--- src/timer_channel_pkg.sv ---
// Package for the timer channel mode-select block: register map, fields, types
package timer_channel_pkg;

   // Register byte offsets on the AXI4-Lite bus
   localparam logic [4:0] ADDR_STATUS_CONTROL = 5'h00;
   localparam logic [4:0] ADDR_MATCH_VALUE    = 5'h04;
   localparam logic [4:0] ADDR_INT_STATUS     = 5'h08;
   localparam logic [4:0] ADDR_INT_MASK       = 5'h0C;
   localparam logic [4:0] ADDR_TIMER_CONTROL  = 5'h10;

   // Field positions in channel_status_control
   localparam int BIT_CHANNEL_FLAG     = 7;
   localparam int BIT_CHANNEL_IE       = 6;
   localparam int BIT_MODE_UPPER       = 5;
   localparam int BIT_MODE_LOWER       = 4;
   localparam int BIT_EDGE_LEVEL_UPPER = 3;
   localparam int BIT_EDGE_LEVEL_LOWER = 2;

   // Field positions in the interrupt and timer control registers
   localparam int BIT_INT_CHANNEL      = 0;
   localparam int BIT_CENTER_ALIGNED   = 0;

   // Reset values
   localparam logic [15:0] RESET_MATCH_VALUE = 16'h0000;
   localparam logic [3:0]  RESET_MODE_BITS   = 4'h0;

   // AXI responses
   localparam logic [1:0] RESP_OKAY   = 2'h0;
   localparam logic [1:0] RESP_SLVERR = 2'h2;

   typedef struct packed {
      logic mode_select_upper;
      logic mode_select_lower;
      logic edge_level_upper;
      logic edge_level_lower;
   } channel_cfg_t;

   typedef enum logic [2:0] {
      MODE_INPUT_CAPTURE,
      MODE_OUTPUT_COMPARE,
      MODE_EDGE_PWM,
      MODE_CENTER_PWM
   } channel_mode_t;

   // Shared timer signals coming from the module-level counter
   typedef struct packed {
      logic [15:0] count;
      logic        overflow;
      logic        count_down;
   } timer_count_t;

endpackage : timer_channel_pkg

--- src/timer_channel_mode_select.sv ---
// Timer channel: capture, compare, edge and center PWM, with AXI4-Lite registers
// Contract
// - Edge/level zero releases pin to GPIO.
// - Mode 00 captures rising, falling, either edge.
// - Mode 01 compare toggles, clears, sets pin.
// - Upper mode bit gives edge-aligned PWM.
// - Center-aligned select gives center-aligned PWM.
// - Lower mode bit, bit 4, picks capture/compare.
// - Edge/level field bits 3..2, meaning by mode.
// - Capture loads counter into value register.
// - Compare and PWM match against value register.
// - Reset clears the channel value register.
// - Pinless software timer keeps compare matching.
//
// Decided for this implementation: the placing of the registers and the AXI4-Lite interface to the registers.
`timescale 1ns/1ns
module timer_channel_mode_select
   import timer_channel_pkg::*;
#(
   parameter int VALUE_WIDTH = 16
) (
   input  wire logic                   aclk,
   input  wire logic                   aresetn,
   input  wire logic [4:0]             s_axi_awaddr,
   input  wire logic [2:0]             s_axi_awprot,
   input  wire logic                   s_axi_awvalid,
   output      logic                   s_axi_awready,
   input  wire logic [31:0]            s_axi_wdata,
   input  wire logic [3:0]             s_axi_wstrb,
   input  wire logic                   s_axi_wvalid,
   output      logic                   s_axi_wready,
   output      logic [1:0]             s_axi_bresp,
   output      logic                   s_axi_bvalid,
   input  wire logic                   s_axi_bready,
   input  wire logic [4:0]             s_axi_araddr,
   input  wire logic [2:0]             s_axi_arprot,
   input  wire logic                   s_axi_arvalid,
   output      logic                   s_axi_arready,
   output      logic [31:0]            s_axi_rdata,
   output      logic [1:0]             s_axi_rresp,
   output      logic                   s_axi_rvalid,
   input  wire logic                   s_axi_rready,
   input  wire timer_count_t           timer_count,
   input  wire logic                   capture_in,
   output      logic                   pin_out,
   output      logic                   pin_oe,
   output      logic                   irq
);

   typedef struct packed {
      logic                   aw_held;
      logic [4:0]             aw_addr;
      logic                   w_held;
      logic [31:0]            w_data;
      logic [3:0]             w_strb;
      logic                   bvalid;
      logic [1:0]             bresp;
      logic                   rvalid;
      logic [31:0]            rdata;
      logic [1:0]             rresp;
      channel_cfg_t           cfg;
      logic [VALUE_WIDTH-1:0] match_value;
      logic                   center_aligned_select;
      logic                   flag;
      logic                   mask;
      logic                   pin_level;
      logic                   capture_prev;
   } state_t;

   localparam state_t RESET_STATE = '{
      aw_held:               1'b0,
      aw_addr:               5'h00,
      w_held:                1'b0,
      w_data:                32'h0000_0000,
      w_strb:                4'h0,
      bvalid:                1'b0,
      bresp:                 RESP_OKAY,
      rvalid:                1'b0,
      rdata:                 32'h0000_0000,
      rresp:                 RESP_OKAY,
      cfg:                   channel_cfg_t'(RESET_MODE_BITS),
      match_value:           VALUE_WIDTH'(RESET_MATCH_VALUE),
      center_aligned_select: 1'b0,
      flag:                  1'b0,
      mask:                  1'b0,
      pin_level:             1'b0,
      capture_prev:          1'b0
   };

   state_t st;
   state_t next_st;

   // Combined mode from center-aligned select and the two mode bits
   function automatic channel_mode_t decode_mode(input logic cas, input channel_cfg_t c);
      if (cas)
         return MODE_CENTER_PWM;
      else if (c.mode_select_upper)
         return MODE_EDGE_PWM;
      else if (c.mode_select_lower)
         return MODE_OUTPUT_COMPARE;
      else
         return MODE_INPUT_CAPTURE;
   endfunction

   // Byte-lane merge of write data into an old word
   function automatic logic [31:0] merge_strb(input logic [31:0] old, input logic [31:0] data,
                                              input logic [3:0] strb);
      logic [31:0] res;
      res = old;
      for (int i = 0; i < 4; i++) begin
         if (strb[i])
            res[i*8 +: 8] = data[i*8 +: 8];
      end
      return res;
   endfunction

   // Anything off the map answers with an error and has no effect
   function automatic logic addr_mapped(input logic [4:0] a);
      logic known;
      unique case (a)
         ADDR_STATUS_CONTROL,
         ADDR_MATCH_VALUE,
         ADDR_INT_STATUS,
         ADDR_INT_MASK,
         ADDR_TIMER_CONTROL: known = 1'b1;
         default:            known = 1'b0;
      endcase
      return known;
   endfunction

   // Edge/level pair as one code; its meaning depends on the mode
   function automatic logic [1:0] edge_level_code(input channel_cfg_t c);
      return {c.edge_level_upper, c.edge_level_lower};
   endfunction

   // Read view of one register; unmapped words read as zero
   function automatic logic [31:0] read_word(input logic [4:0] a, input state_t s, input logic [31:0] sc);
      logic [31:0] w;
      unique case (a)
         ADDR_STATUS_CONTROL: w = sc;
         ADDR_MATCH_VALUE:    w = 32'(s.match_value);
         ADDR_INT_STATUS:     w = {31'h0000_0000, s.flag};
         ADDR_INT_MASK:       w = {31'h0000_0000, s.mask};
         ADDR_TIMER_CONTROL:  w = {31'h0000_0000, s.center_aligned_select};
         default:             w = 32'h0000_0000;
      endcase
      return w;
   endfunction

   channel_mode_t mode;
   logic          pin_enabled;
   logic          match;
   logic          rise;
   logic          fall;
   logic          capture_event;
   logic          aw_fire;
   logic          w_fire;
   logic          ar_fire;
   logic          do_write;
   logic [4:0]    wr_addr;
   logic [31:0]   wr_data;
   logic [3:0]    wr_strb;
   logic [31:0]   scr_word;
   logic [31:0]   merged;
   logic          active_high;
   logic [1:0]    edge_code;

   always_comb begin
      mode        = decode_mode(st.center_aligned_select, st.cfg);
      edge_code   = edge_level_code(st.cfg);
      // Both edge/level bits low hands the pin back, whatever the mode
      pin_enabled = (edge_code != 2'b00);
      match       = (timer_count.count == 16'(st.match_value));
      // Edges seen against last cycle's sample
      rise        = capture_in & ~st.capture_prev;
      fall        = ~capture_in & st.capture_prev;
      capture_event = 1'b0;
      if (mode == MODE_INPUT_CAPTURE) begin
         unique case (edge_code)
            2'b01:   capture_event = rise;
            2'b10:   capture_event = fall;
            2'b11:   capture_event = rise | fall;
            2'b00:   capture_event = 1'b0;
         endcase
      end
      // High-true PWM when the lower edge/level bit is clear
      active_high = ~st.cfg.edge_level_lower;

      aw_fire = s_axi_awvalid & s_axi_awready;
      w_fire  = s_axi_wvalid & s_axi_wready;
      ar_fire = s_axi_arvalid & s_axi_arready;

      // Status/control word as software sees it
      scr_word = 32'h0000_0000;
      scr_word[BIT_CHANNEL_FLAG]     = st.flag;
      scr_word[BIT_CHANNEL_IE]       = st.mask;
      scr_word[BIT_MODE_UPPER]       = st.cfg.mode_select_upper;
      scr_word[BIT_MODE_LOWER]       = st.cfg.mode_select_lower;
      scr_word[BIT_EDGE_LEVEL_UPPER] = st.cfg.edge_level_upper;
      scr_word[BIT_EDGE_LEVEL_LOWER] = st.cfg.edge_level_lower;
   end

   always_comb begin
      next_st = st;
      merged  = 32'h0000_0000;

      // Write address and data are taken in either order
      if (aw_fire) begin
         next_st.aw_held = 1'b1;
         next_st.aw_addr = s_axi_awaddr;
      end
      if (w_fire) begin
         next_st.w_held = 1'b1;
         next_st.w_data = s_axi_wdata;
         next_st.w_strb = s_axi_wstrb;
      end
      do_write = next_st.aw_held & next_st.w_held;
      wr_addr  = next_st.aw_addr;
      wr_data  = next_st.w_data;
      wr_strb  = next_st.w_strb;

      if (s_axi_bvalid && s_axi_bready)
         next_st.bvalid = 1'b0;

      // Software writes first; hardware events below override them
      if (do_write) begin
         next_st.aw_held = 1'b0;
         next_st.w_held  = 1'b0;
         next_st.bvalid  = 1'b1;
         next_st.bresp   = addr_mapped(wr_addr) ? RESP_OKAY : RESP_SLVERR;
         unique case (wr_addr)
            ADDR_STATUS_CONTROL: begin
               merged = merge_strb(scr_word, wr_data, wr_strb);
               next_st.mask                   = merged[BIT_CHANNEL_IE];
               next_st.cfg.mode_select_upper  = merged[BIT_MODE_UPPER];
               next_st.cfg.mode_select_lower  = merged[BIT_MODE_LOWER];
               next_st.cfg.edge_level_upper   = merged[BIT_EDGE_LEVEL_UPPER];
               next_st.cfg.edge_level_lower   = merged[BIT_EDGE_LEVEL_LOWER];
               // Flag bit clears by writing one, same as the status register
               if (wr_strb[0] && wr_data[BIT_CHANNEL_FLAG])
                  next_st.flag = 1'b0;
            end
            ADDR_MATCH_VALUE: begin
               merged = merge_strb(32'(st.match_value), wr_data, wr_strb);
               next_st.match_value = merged[VALUE_WIDTH-1:0];
            end
            ADDR_INT_STATUS: begin
               if (wr_strb[0] && wr_data[BIT_INT_CHANNEL])
                  next_st.flag = 1'b0;
            end
            ADDR_INT_MASK: begin
               if (wr_strb[0])
                  next_st.mask = wr_data[BIT_INT_CHANNEL];
            end
            ADDR_TIMER_CONTROL: begin
               if (wr_strb[0])
                  next_st.center_aligned_select = wr_data[BIT_CENTER_ALIGNED];
            end
            default: begin
            end
         endcase
      end

      // Read channel: one outstanding read, data from flops
      if (s_axi_rvalid && s_axi_rready)
         next_st.rvalid = 1'b0;
      if (ar_fire) begin
         next_st.rvalid = 1'b1;
         next_st.rresp  = addr_mapped(s_axi_araddr) ? RESP_OKAY : RESP_SLVERR;
         next_st.rdata  = read_word(s_axi_araddr, st, scr_word);
      end

      // Input sample kept every cycle so a mode change sees a settled history;
      // a pin that moved just before the switch can still look like an edge
      next_st.capture_prev = capture_in;

      unique case (mode)
         MODE_INPUT_CAPTURE: begin
            if (capture_event) begin
               // Capture beats a same-cycle software write of the value
               next_st.match_value = VALUE_WIDTH'(timer_count.count);
               next_st.flag        = 1'b1;
            end
         end
         MODE_OUTPUT_COMPARE: begin
            if (match) begin
               // Flag still sets with the pin released: software timer
               next_st.flag = 1'b1;
               unique case (edge_code)
                  2'b01:   next_st.pin_level = ~st.pin_level;
                  2'b10:   next_st.pin_level = 1'b0;
                  2'b11:   next_st.pin_level = 1'b1;
                  2'b00:   next_st.pin_level = st.pin_level;
               endcase
            end
         end
         MODE_EDGE_PWM: begin
            // Period start drives the active level; match ends the pulse.
            // Match wins on overflow so a zero value gives zero duty.
            if (timer_count.overflow)
               next_st.pin_level = active_high;
            if (match) begin
               next_st.pin_level = ~active_high;
               next_st.flag      = 1'b1;
            end
         end
         MODE_CENTER_PWM: begin
            if (match) begin
               // Up-count match ends the pulse, down-count match starts it
               if (timer_count.count_down)
                  next_st.pin_level = active_high;
               else
                  next_st.pin_level = ~active_high;
               next_st.flag = 1'b1;
            end
         end
         default: begin
         end
      endcase
   end

   // Single register stage; next_st carries every decision
   always_ff @(posedge aclk) begin
      if (!aresetn)
         st <= RESET_STATE;
      else
         st <= next_st;
   end

   // Readies drop while a response waits, so one write is in flight
   assign s_axi_awready = ~st.aw_held & ~st.bvalid;
   assign s_axi_wready  = ~st.w_held & ~st.bvalid;
   assign s_axi_bvalid  = st.bvalid;
   assign s_axi_bresp   = st.bresp;
   assign s_axi_arready = ~st.rvalid;
   assign s_axi_rvalid  = st.rvalid;
   assign s_axi_rdata   = st.rdata;
   assign s_axi_rresp   = st.rresp;

   assign pin_out = st.pin_level;
   // Driven only by output modes with a nonzero edge/level field
   assign pin_oe  = pin_enabled & (mode != MODE_INPUT_CAPTURE);
   // Level interrupt straight from the sticky flag and its enable
   assign irq     = st.flag & st.mask;

endmodule // timer_channel_mode_select

--- config.mk ---
export PLATFORM = sky130hd
export DESIGN_NAME = timer_channel_mode_select
export DESIGN_NICKNAME = d
export VERILOG_FILES = /design/src/timer_channel_pkg.sv /design/src/timer_channel_mode_select.sv
export SDC_FILE = /design/constraint.sdc
export NUM_CORES = 1
export LEC_CHECK = 0
export BUFFER_PORTS_ARGS = -buffer_cell sky130_fd_sc_hd__buf_2
export CAP_MARGIN = 5
export CORE_ASPECT_RATIO = 1.75
export CORE_MARGIN = 2
export CORE_UTILIZATION = 50
export CTS_BUF_LIST = sky130_fd_sc_hd__clkbuf_4 sky130_fd_sc_hd__clkbuf_8
export CTS_CLUSTER_DIAMETER = 150
export DETAILED_ROUTE_END_ITERATION = 8
export GPL_ROUTABILITY_DRIVEN = 0
export GPL_TIMING_DRIVEN = 0
export PLACE_DENSITY = 0.76
export SLEW_MARGIN = 10
export SYNTH_ARGS = -nofsm -noshare
export SYNTH_HDL_FRONTEND = slang
export SYNTH_SLANG_ARGS = --single-unit
--- constraint.sdc ---
create_clock -name aclk -period 6.9 [get_ports aclk]
set_clock_uncertainty 0.2 [all_clocks]
set_input_delay 2.07 -clock aclk [delete_from_list [all_inputs] [get_ports aclk]]
set_output_delay 2.07 -clock aclk [all_outputs]
set_load 0.05 [all_outputs]
==> results of run 1 <==
-- placed cells by master (no fill, tap or decap), types with 3 or more instances in the layout --
cell type,netlist,routed
o31ai_1,3,3
o211ai_1,10,10
a21boi_1,8,8
nand3_1,27,27
conb_1,1,18
and2_1,18,18
clkbuf_8,0,10
inv_1,8,8
o211a_1,3,3
nand2_1,41,41
buf_2,1,80
nor2b_1,22,22
a22oi_1,7,7
buf_4,37,37
nand4_1,5,5
mux2i_1,28,28
clkbuf_1,13,13
bufinv_16,0,3
mux2_2,6,6
xnor2_1,17,17
dfxtp_1,70,70
o21ai_0,16,16
nor2_1,14,14
ha_1,8,8
a21boi_0,11,11
-- through the flow --
step | instances | worst slack (ps)
after CTS | 610 | 2493
after global placement | 594 | 2246
final | 610 | 2494
after floorplan | 429 | 2710
after global routing | 610 | 2296
after detailed placement | 594 | 2207
-- synthesized netlist by cell type (all sizes together) (3+ instances only) --
| master | instances |
|---|---|
| buf | 42 |
| o211a | 3 |
| inv | 8 |
| a22oi | 7 |
| o21ai | 17 |
| nor2 | 14 |
| nor2b | 22 |
| and2 | 18 |
| nand2 | 41 |
| ha | 8 |
| o211ai | 10 |
| o31ai | 3 |
| mux2i | 29 |
| nand3 | 27 |
| xnor2 | 17 |
| clkbuf | 13 |
| mux2 | 6 |
| dfxtp | 70 |
| nand4 | 5 |
| nor3 | 3 |
| a21boi | 19 |
-- worst paths after layout --
check,startpoint,cells past startpoint,slack (ps),end
min,s_axi_rdata[8],2,260,s_axi_rdata[8]
min reg2reg,s_axi_rdata[8],2,260,s_axi_rdata[8]
max,s_axi_awvalid,8,2490,st[17]
max reg2reg,s_axi_bvalid,7,3880,st[17]
-- final cells by class --
type,count,area share [%]
multi-input combinational,296,43.87
sequential,70,30.94
tap,86,2.376
clock inverter,6,2.403
timing repair buffer,79,8.729
buffer,55,7.983
clock buffer,10,3.039
inverter,8,0.6630
-- logic make-up after synthesis --
logic type                 after synthesis  share of synthesized area [%]
AOI/OAI and AO/OA                       71                          13.57
adders and majority gates                8                          2.694
buffers and inverters                   63                          10.54
xor gates and xnor gates                19                          4.478
muxes                                   35                          9.730
and+or+nand+nor                        145                          21.18
DFF                                     70                          37.71
other                                    1                         0.1009
-- registers in the layout (all words and copies together), names as in the netlist --
| name | cells |
|---|---|
| pin_out | 1 |
| s_axi_bresp | 1 |
| s_axi_rvalid | 1 |
| edge_code | 2 |
| st | 43 |
| s_axi_rresp | 1 |
| s_axi_rdata | 16 |
| s_axi_bvalid | 1 |
| scr_word | 4 |
-- metal layers --
metal  wire length, µm  vias up  global-route usage [%]
met3               453       28                   4.366
met5                 0        -                       0
met1              3338     1514                   22.60
met4               294        0                   11.52
met2              4952       98                   41.71
li1                  -     1583                       -
-- critical path: stages --
cell,delay (ps)
buf_2,90
nor3b_4,390
mux2i_1,750
nor4b_4,570
and2_1,230
buf_6,130
o211ai_1,90
a21boi_1,170
-- power by group through the flow --
stage / clock network (mW) / logic, mW / registers [mW]
final: 0.405 / 0.178 / 0.429
after global routing: 0.426 / 0.192 / 0.431
after CTS: 0.409 / 0.178 / 0.429
after detailed placement: 0 / 0.177 / 0.439
after global placement: 0 / 0.173 / 0.438
after floorplan: 0 / 0.128 / 0.440
==> flow_summary.toml, run 1 <==
[power]
p_comb_share_pct = 17.6
power_frac_seq_pct = 42.4
cellLeakagePower_nw = 1.971
p_int_mw = 0.7358
p_switching_mw = 0.2762
p_clk_share_pct = 40.0
switching_share_pct = 27.29
cellPowerDensity_mw_per_mm2 = 223.4
finalPower_mw = 1.012
peakVddDrop_uv = 164.1

[floorplanning]
die_x_um = 69.17
die-area_mm2 = 0.008165
dieHeight_um = 118.0
initial_core_util_pct = 51.38
fp.coreArea_mm2 = 0.007233
ios = 122
rows = 41

[sta]
maxSlewHeadroom_pct = 37.26
maxSlewViolCount = 0
rsz0062_at_grt = "false"
finalHoldViolations = 0
worstMarginPinSlew_ps = 932.5
period_share_pct = 63.85
tns_ps = 0
fin_crit_ps = 4406
timing.hold.ws_ps = 264.2
clock.fmax_mhz = 227.0
finalSetupViolCount = 0

[critical_path]
worstSetupStartpointType = "input pin"
end_kind = "register"
arrival_ps = 4490
critPathKind = "in2reg"
worstPathMaxFanout = 10
required_ps = 6990

[place]
place.port_buffers = 79
hpwl_mm = 7.032
place_area_mm2 = 0.004283

[detailed_routing]
num_vias = 3223
drc = 0
wirelength_mm = 9.039
ant_nets = 0
drt_iter0_markers = 164
drtPass1Iterations = 4
routedWlPerCell_um = 14.82
avgViaCountPerCell = 5.284

[cts]
cts_buffer_depth = 2
cts_sinks = 70
clk_pin_slew_ps = 70
hold_buffers = 0
clock_latency_ps = 350
root_buffer = "clkbuf_8"
htreeDepth = 3
cts_tree = "done"
cts-resized-gates = 0
cts_setup_buffers = 0
cts_made_buffers = 9

[yosys]
yosysUniqueCellTypes = 53
synth-seq-cells = 70
syn_area_per_cell_um2 = 9.020
synth_edf_count = 0
synthCells = 412
netlist_area_mm2 = 0.003716
yosysTopAreaCellShare_pct = 37.71
ys_warn_count = 0
synth_area_leaders = "dfxtp_1, mux2i_1, buf_4, nand2_1, xnor2_1"
ys_seq_area_share_pct = 37.71
synth_top_cell_by_area = "dfxtp_1"
ys.flop_type = "dfxtp_1"
async_flop_share_pct = 0

[cells_and_area]
finish.instance_area_mm2 = 0.004529
post-route-util_pct = 62.62
seqCellArea_mm2 = 0.001401
nNetsFinal = 605
fill_cells = 650
diodes = 0
multiInputGateArea_mm2 = 0.001987
drive_gt1_share_pct = 28.82
area.growth.synth_to_final_pct = 21.89

[status]
status = "complete, no violations"

[hold_path]
hold_class = "reg2reg"

[global_route]
antenna_found_initial = 0
grt-ovfl-total = 0
grt_max_degree = 13
grt_usage_pct = 22.25
grt_pass1_vias = 3194
grt_pass1_wl_mm = 14.39

[run]
cap_violations = 0
Power figures use the tool's default switching activity.
==> inputs of run 2 (changes only) <==
- ABC_AREA: default -> 1
- PLACE_DENSITY: 0.76 -> 0.75
- clock period: 6.9 -> 4.2 ns (I/O delays scaled with it)
==> run 2 against run 1 <==
Effect of this change: design area up 5.2%; combinational power rose to 2.6 times the previous value; clock-buffer cell count up 2; final cell count up 31%; synthesized cell count up 46%; routed wire length up 3.7%; via count up 19%; worst setup slack worse by 1300 ps; non-clock buffer count down 3; critical endpoint is now pin_oe; largest cell class unchanged.
==> flow_summary.toml, run 2 <==
[yosys]
netlist_area_mm2 = 0.003970
yosysUniqueCellTypes = 36
synth_edf_count = 0
synth-seq-cells = 70
ys_warn_count = 0
synthCells = 600
synth_area_leaders = "dfxtp_1, nand2_1, inv_1, buf_4, o21ai_0"
yosysMostFrequentCell = "nand2_1"
ys_seq_area_share_pct = 35.30
synth_common_cells = "nand2_1, inv_1, dfxtp_1"
syn_area_per_cell_um2 = 6.617
async_flop_share_pct = 0
yosysTopAreaCellShare_pct = 35.30
synth_top_cell_by_area = "dfxtp_1"
ys.flop_type = "dfxtp_1"

[sta]
timing.hold.ws_ps = 264.9
fin_crit_ps = 3055
maxSlewViolCount = 0
period_share_pct = 72.75
maxSlewHeadroom_pct = 59.55
tns_ps = 0
clock.fmax_mhz = 327.3
finalHoldViolations = 0
finalSetupViolCount = 0
rsz0062_at_grt = "false"
worstMarginPinSlew_ps = 601.2

[cts]
hold_buffers = 0
cts-resized-gates = 0
cts_setup_buffers = 0
htreeDepth = 3
cts_made_buffers = 9
cts_buffer_depth = 2
cts_sinks = 70
root_buffer = "clkbuf_8"
clock_latency_ps = 360
cts_tree = "done"
clk_pin_slew_ps = 70

[floorplanning]
die-area_mm2 = 0.008697
fp.coreArea_mm2 = 0.007801
rows = 43
initial_core_util_pct = 50.89
ios = 122
dieHeight_um = 121.9
die_x_um = 71.36

[critical_path]
end_kind = "output port"
critPathKind = "reg2out"
ff2ff_path_depth = 8
regToRegStartpoint = "st[4]"
worstSetupStartpointType = "register"
arrival_ps = 1600
worstPathMaxFanout = 6
r2r-end = "st[10]"
worstSetupEndpoint = "pin_oe"
ff2ff_setup_slack_ps = 1950
crit_path_start = "st[4]"
required_ps = 2740

[global_route]
antenna_found_initial = 0
grt_max_degree = 12
grt_pass1_wl_mm = 15.57
grt_usage_pct = 22.58
grt_pass1_vias = 3535
grt-ovfl-total = 0

[status]
status = "complete, no violations"

[cells_and_area]
layout_common_cells = "nand2_1, inv_1, buf_2, dfxtp_1, nor2_1"
diodes = 0
multiInputGateArea_mm2 = 0.001916
largest_register_ffs = 43
regMostFlops = "st"
layout_commonest_cell = "nand2_1"
seqCellArea_mm2 = 0.001401
fill_cells = 774
drive_gt1_share_pct = 24.30
nNetsFinal = 793
area.growth.synth_to_final_pct = 20.01

[detailed_routing]
drc = 0
wirelength_mm = 9.375
drt_iter0_markers = 218
ant_nets = 0
num_vias = 3838
avgViaCountPerCell = 4.786
drtPass1Iterations = 4
routedWlPerCell_um = 11.69

[power]
cellPowerDensity_mw_per_mm2 = 380.7
cellLeakagePower_nw = 2.634
peakVddDrop_uv = 268.9

[place]
place.port_buffers = 79
hpwl_mm = 7.370

[run]
cap_violations = 0

[hold_path]
hold_class = "reg2reg"
run 2: how the worst min path moves through the flow:
stage	to	depth (start not counted)	slack, ps	start
6_report	s_axi_bresp[1]	2	260	s_axi_bresp[1]
5_1_grt	s_axi_rdata[5]	2	300	s_axi_rdata[5]
4_1_cts	s_axi_bresp[1]	2	270	s_axi_bresp[1]
3_5_place_dp	s_axi_bresp[1]	2	250	s_axi_bresp[1]
3_3_place_gp	s_axi_bresp[1]	2	250	s_axi_bresp[1]
2_1_floorplan	s_axi_bresp[1]	2	230	s_axi_bresp[1]
run 2: critical path, stage by stage, from the launching register on:
cell	delay, ps
dfxtp_1	360
nor2_1	370
ha_1	250
nor2_1	50
buf_2	200
run 2: layout make-up:
type | count | share of cell area (%)
tap | 90 | 2.363
clock buffer | 12 | 3.204
multi-input combinational | 396 | 40.20
inverter | 99 | 7.799
clock inverter | 4 | 1.471
sequential | 70 | 29.41
timing repair buffer | 79 | 8.298
buffer | 52 | 7.248
run 2: metrics by stage:
step	utilization, %	power (mW)	instance area (µm²)	setup WS [ps]	cells
final	61.07	1.814	4765	1145	802
after global routing	61.07	1.914	4765	978.9	802
after CTS	61.07	1.823	4765	1116	802
after detailed placement	58.22	1.214	4542	1125	786
after global placement	58.22	1.202	4542	1217	786
after floorplan	-	1.105	4034	1405	617
run 2: where the power goes:
part	internal (mW)	switching, mW	leakage, nW	total [mW]
Sequential	0.714	0.0246	0.572	0.739
Clock	0.362	0.249	0.117	0.611
Combinational	0.150	0.315	1.94	0.464
run 2: metal layers:
layer	GRT usage [%]	vias up	part of all wire, %
met5	0	-	0
met4	10.50	0	2.7
met3	5.542	18	5.5
met2	38.83	114	51
met1	25.91	1702	41
li1	-	2004	-
run 2: logic make-up after synthesis:
family / Yosys count / share of synthesized area (%)
AO/OA/AOI/OAI: 108 / 15.06
adder cells (fa/ha/maj): 8 / 2.521
AND/OR/NAND/NOR: 261 / 28.74
XOR/XNOR: 1 / 0.2207
other: 1 / 0.09446
flip-flops: 70 / 35.30
buffers and inverters: 151 / 18.06
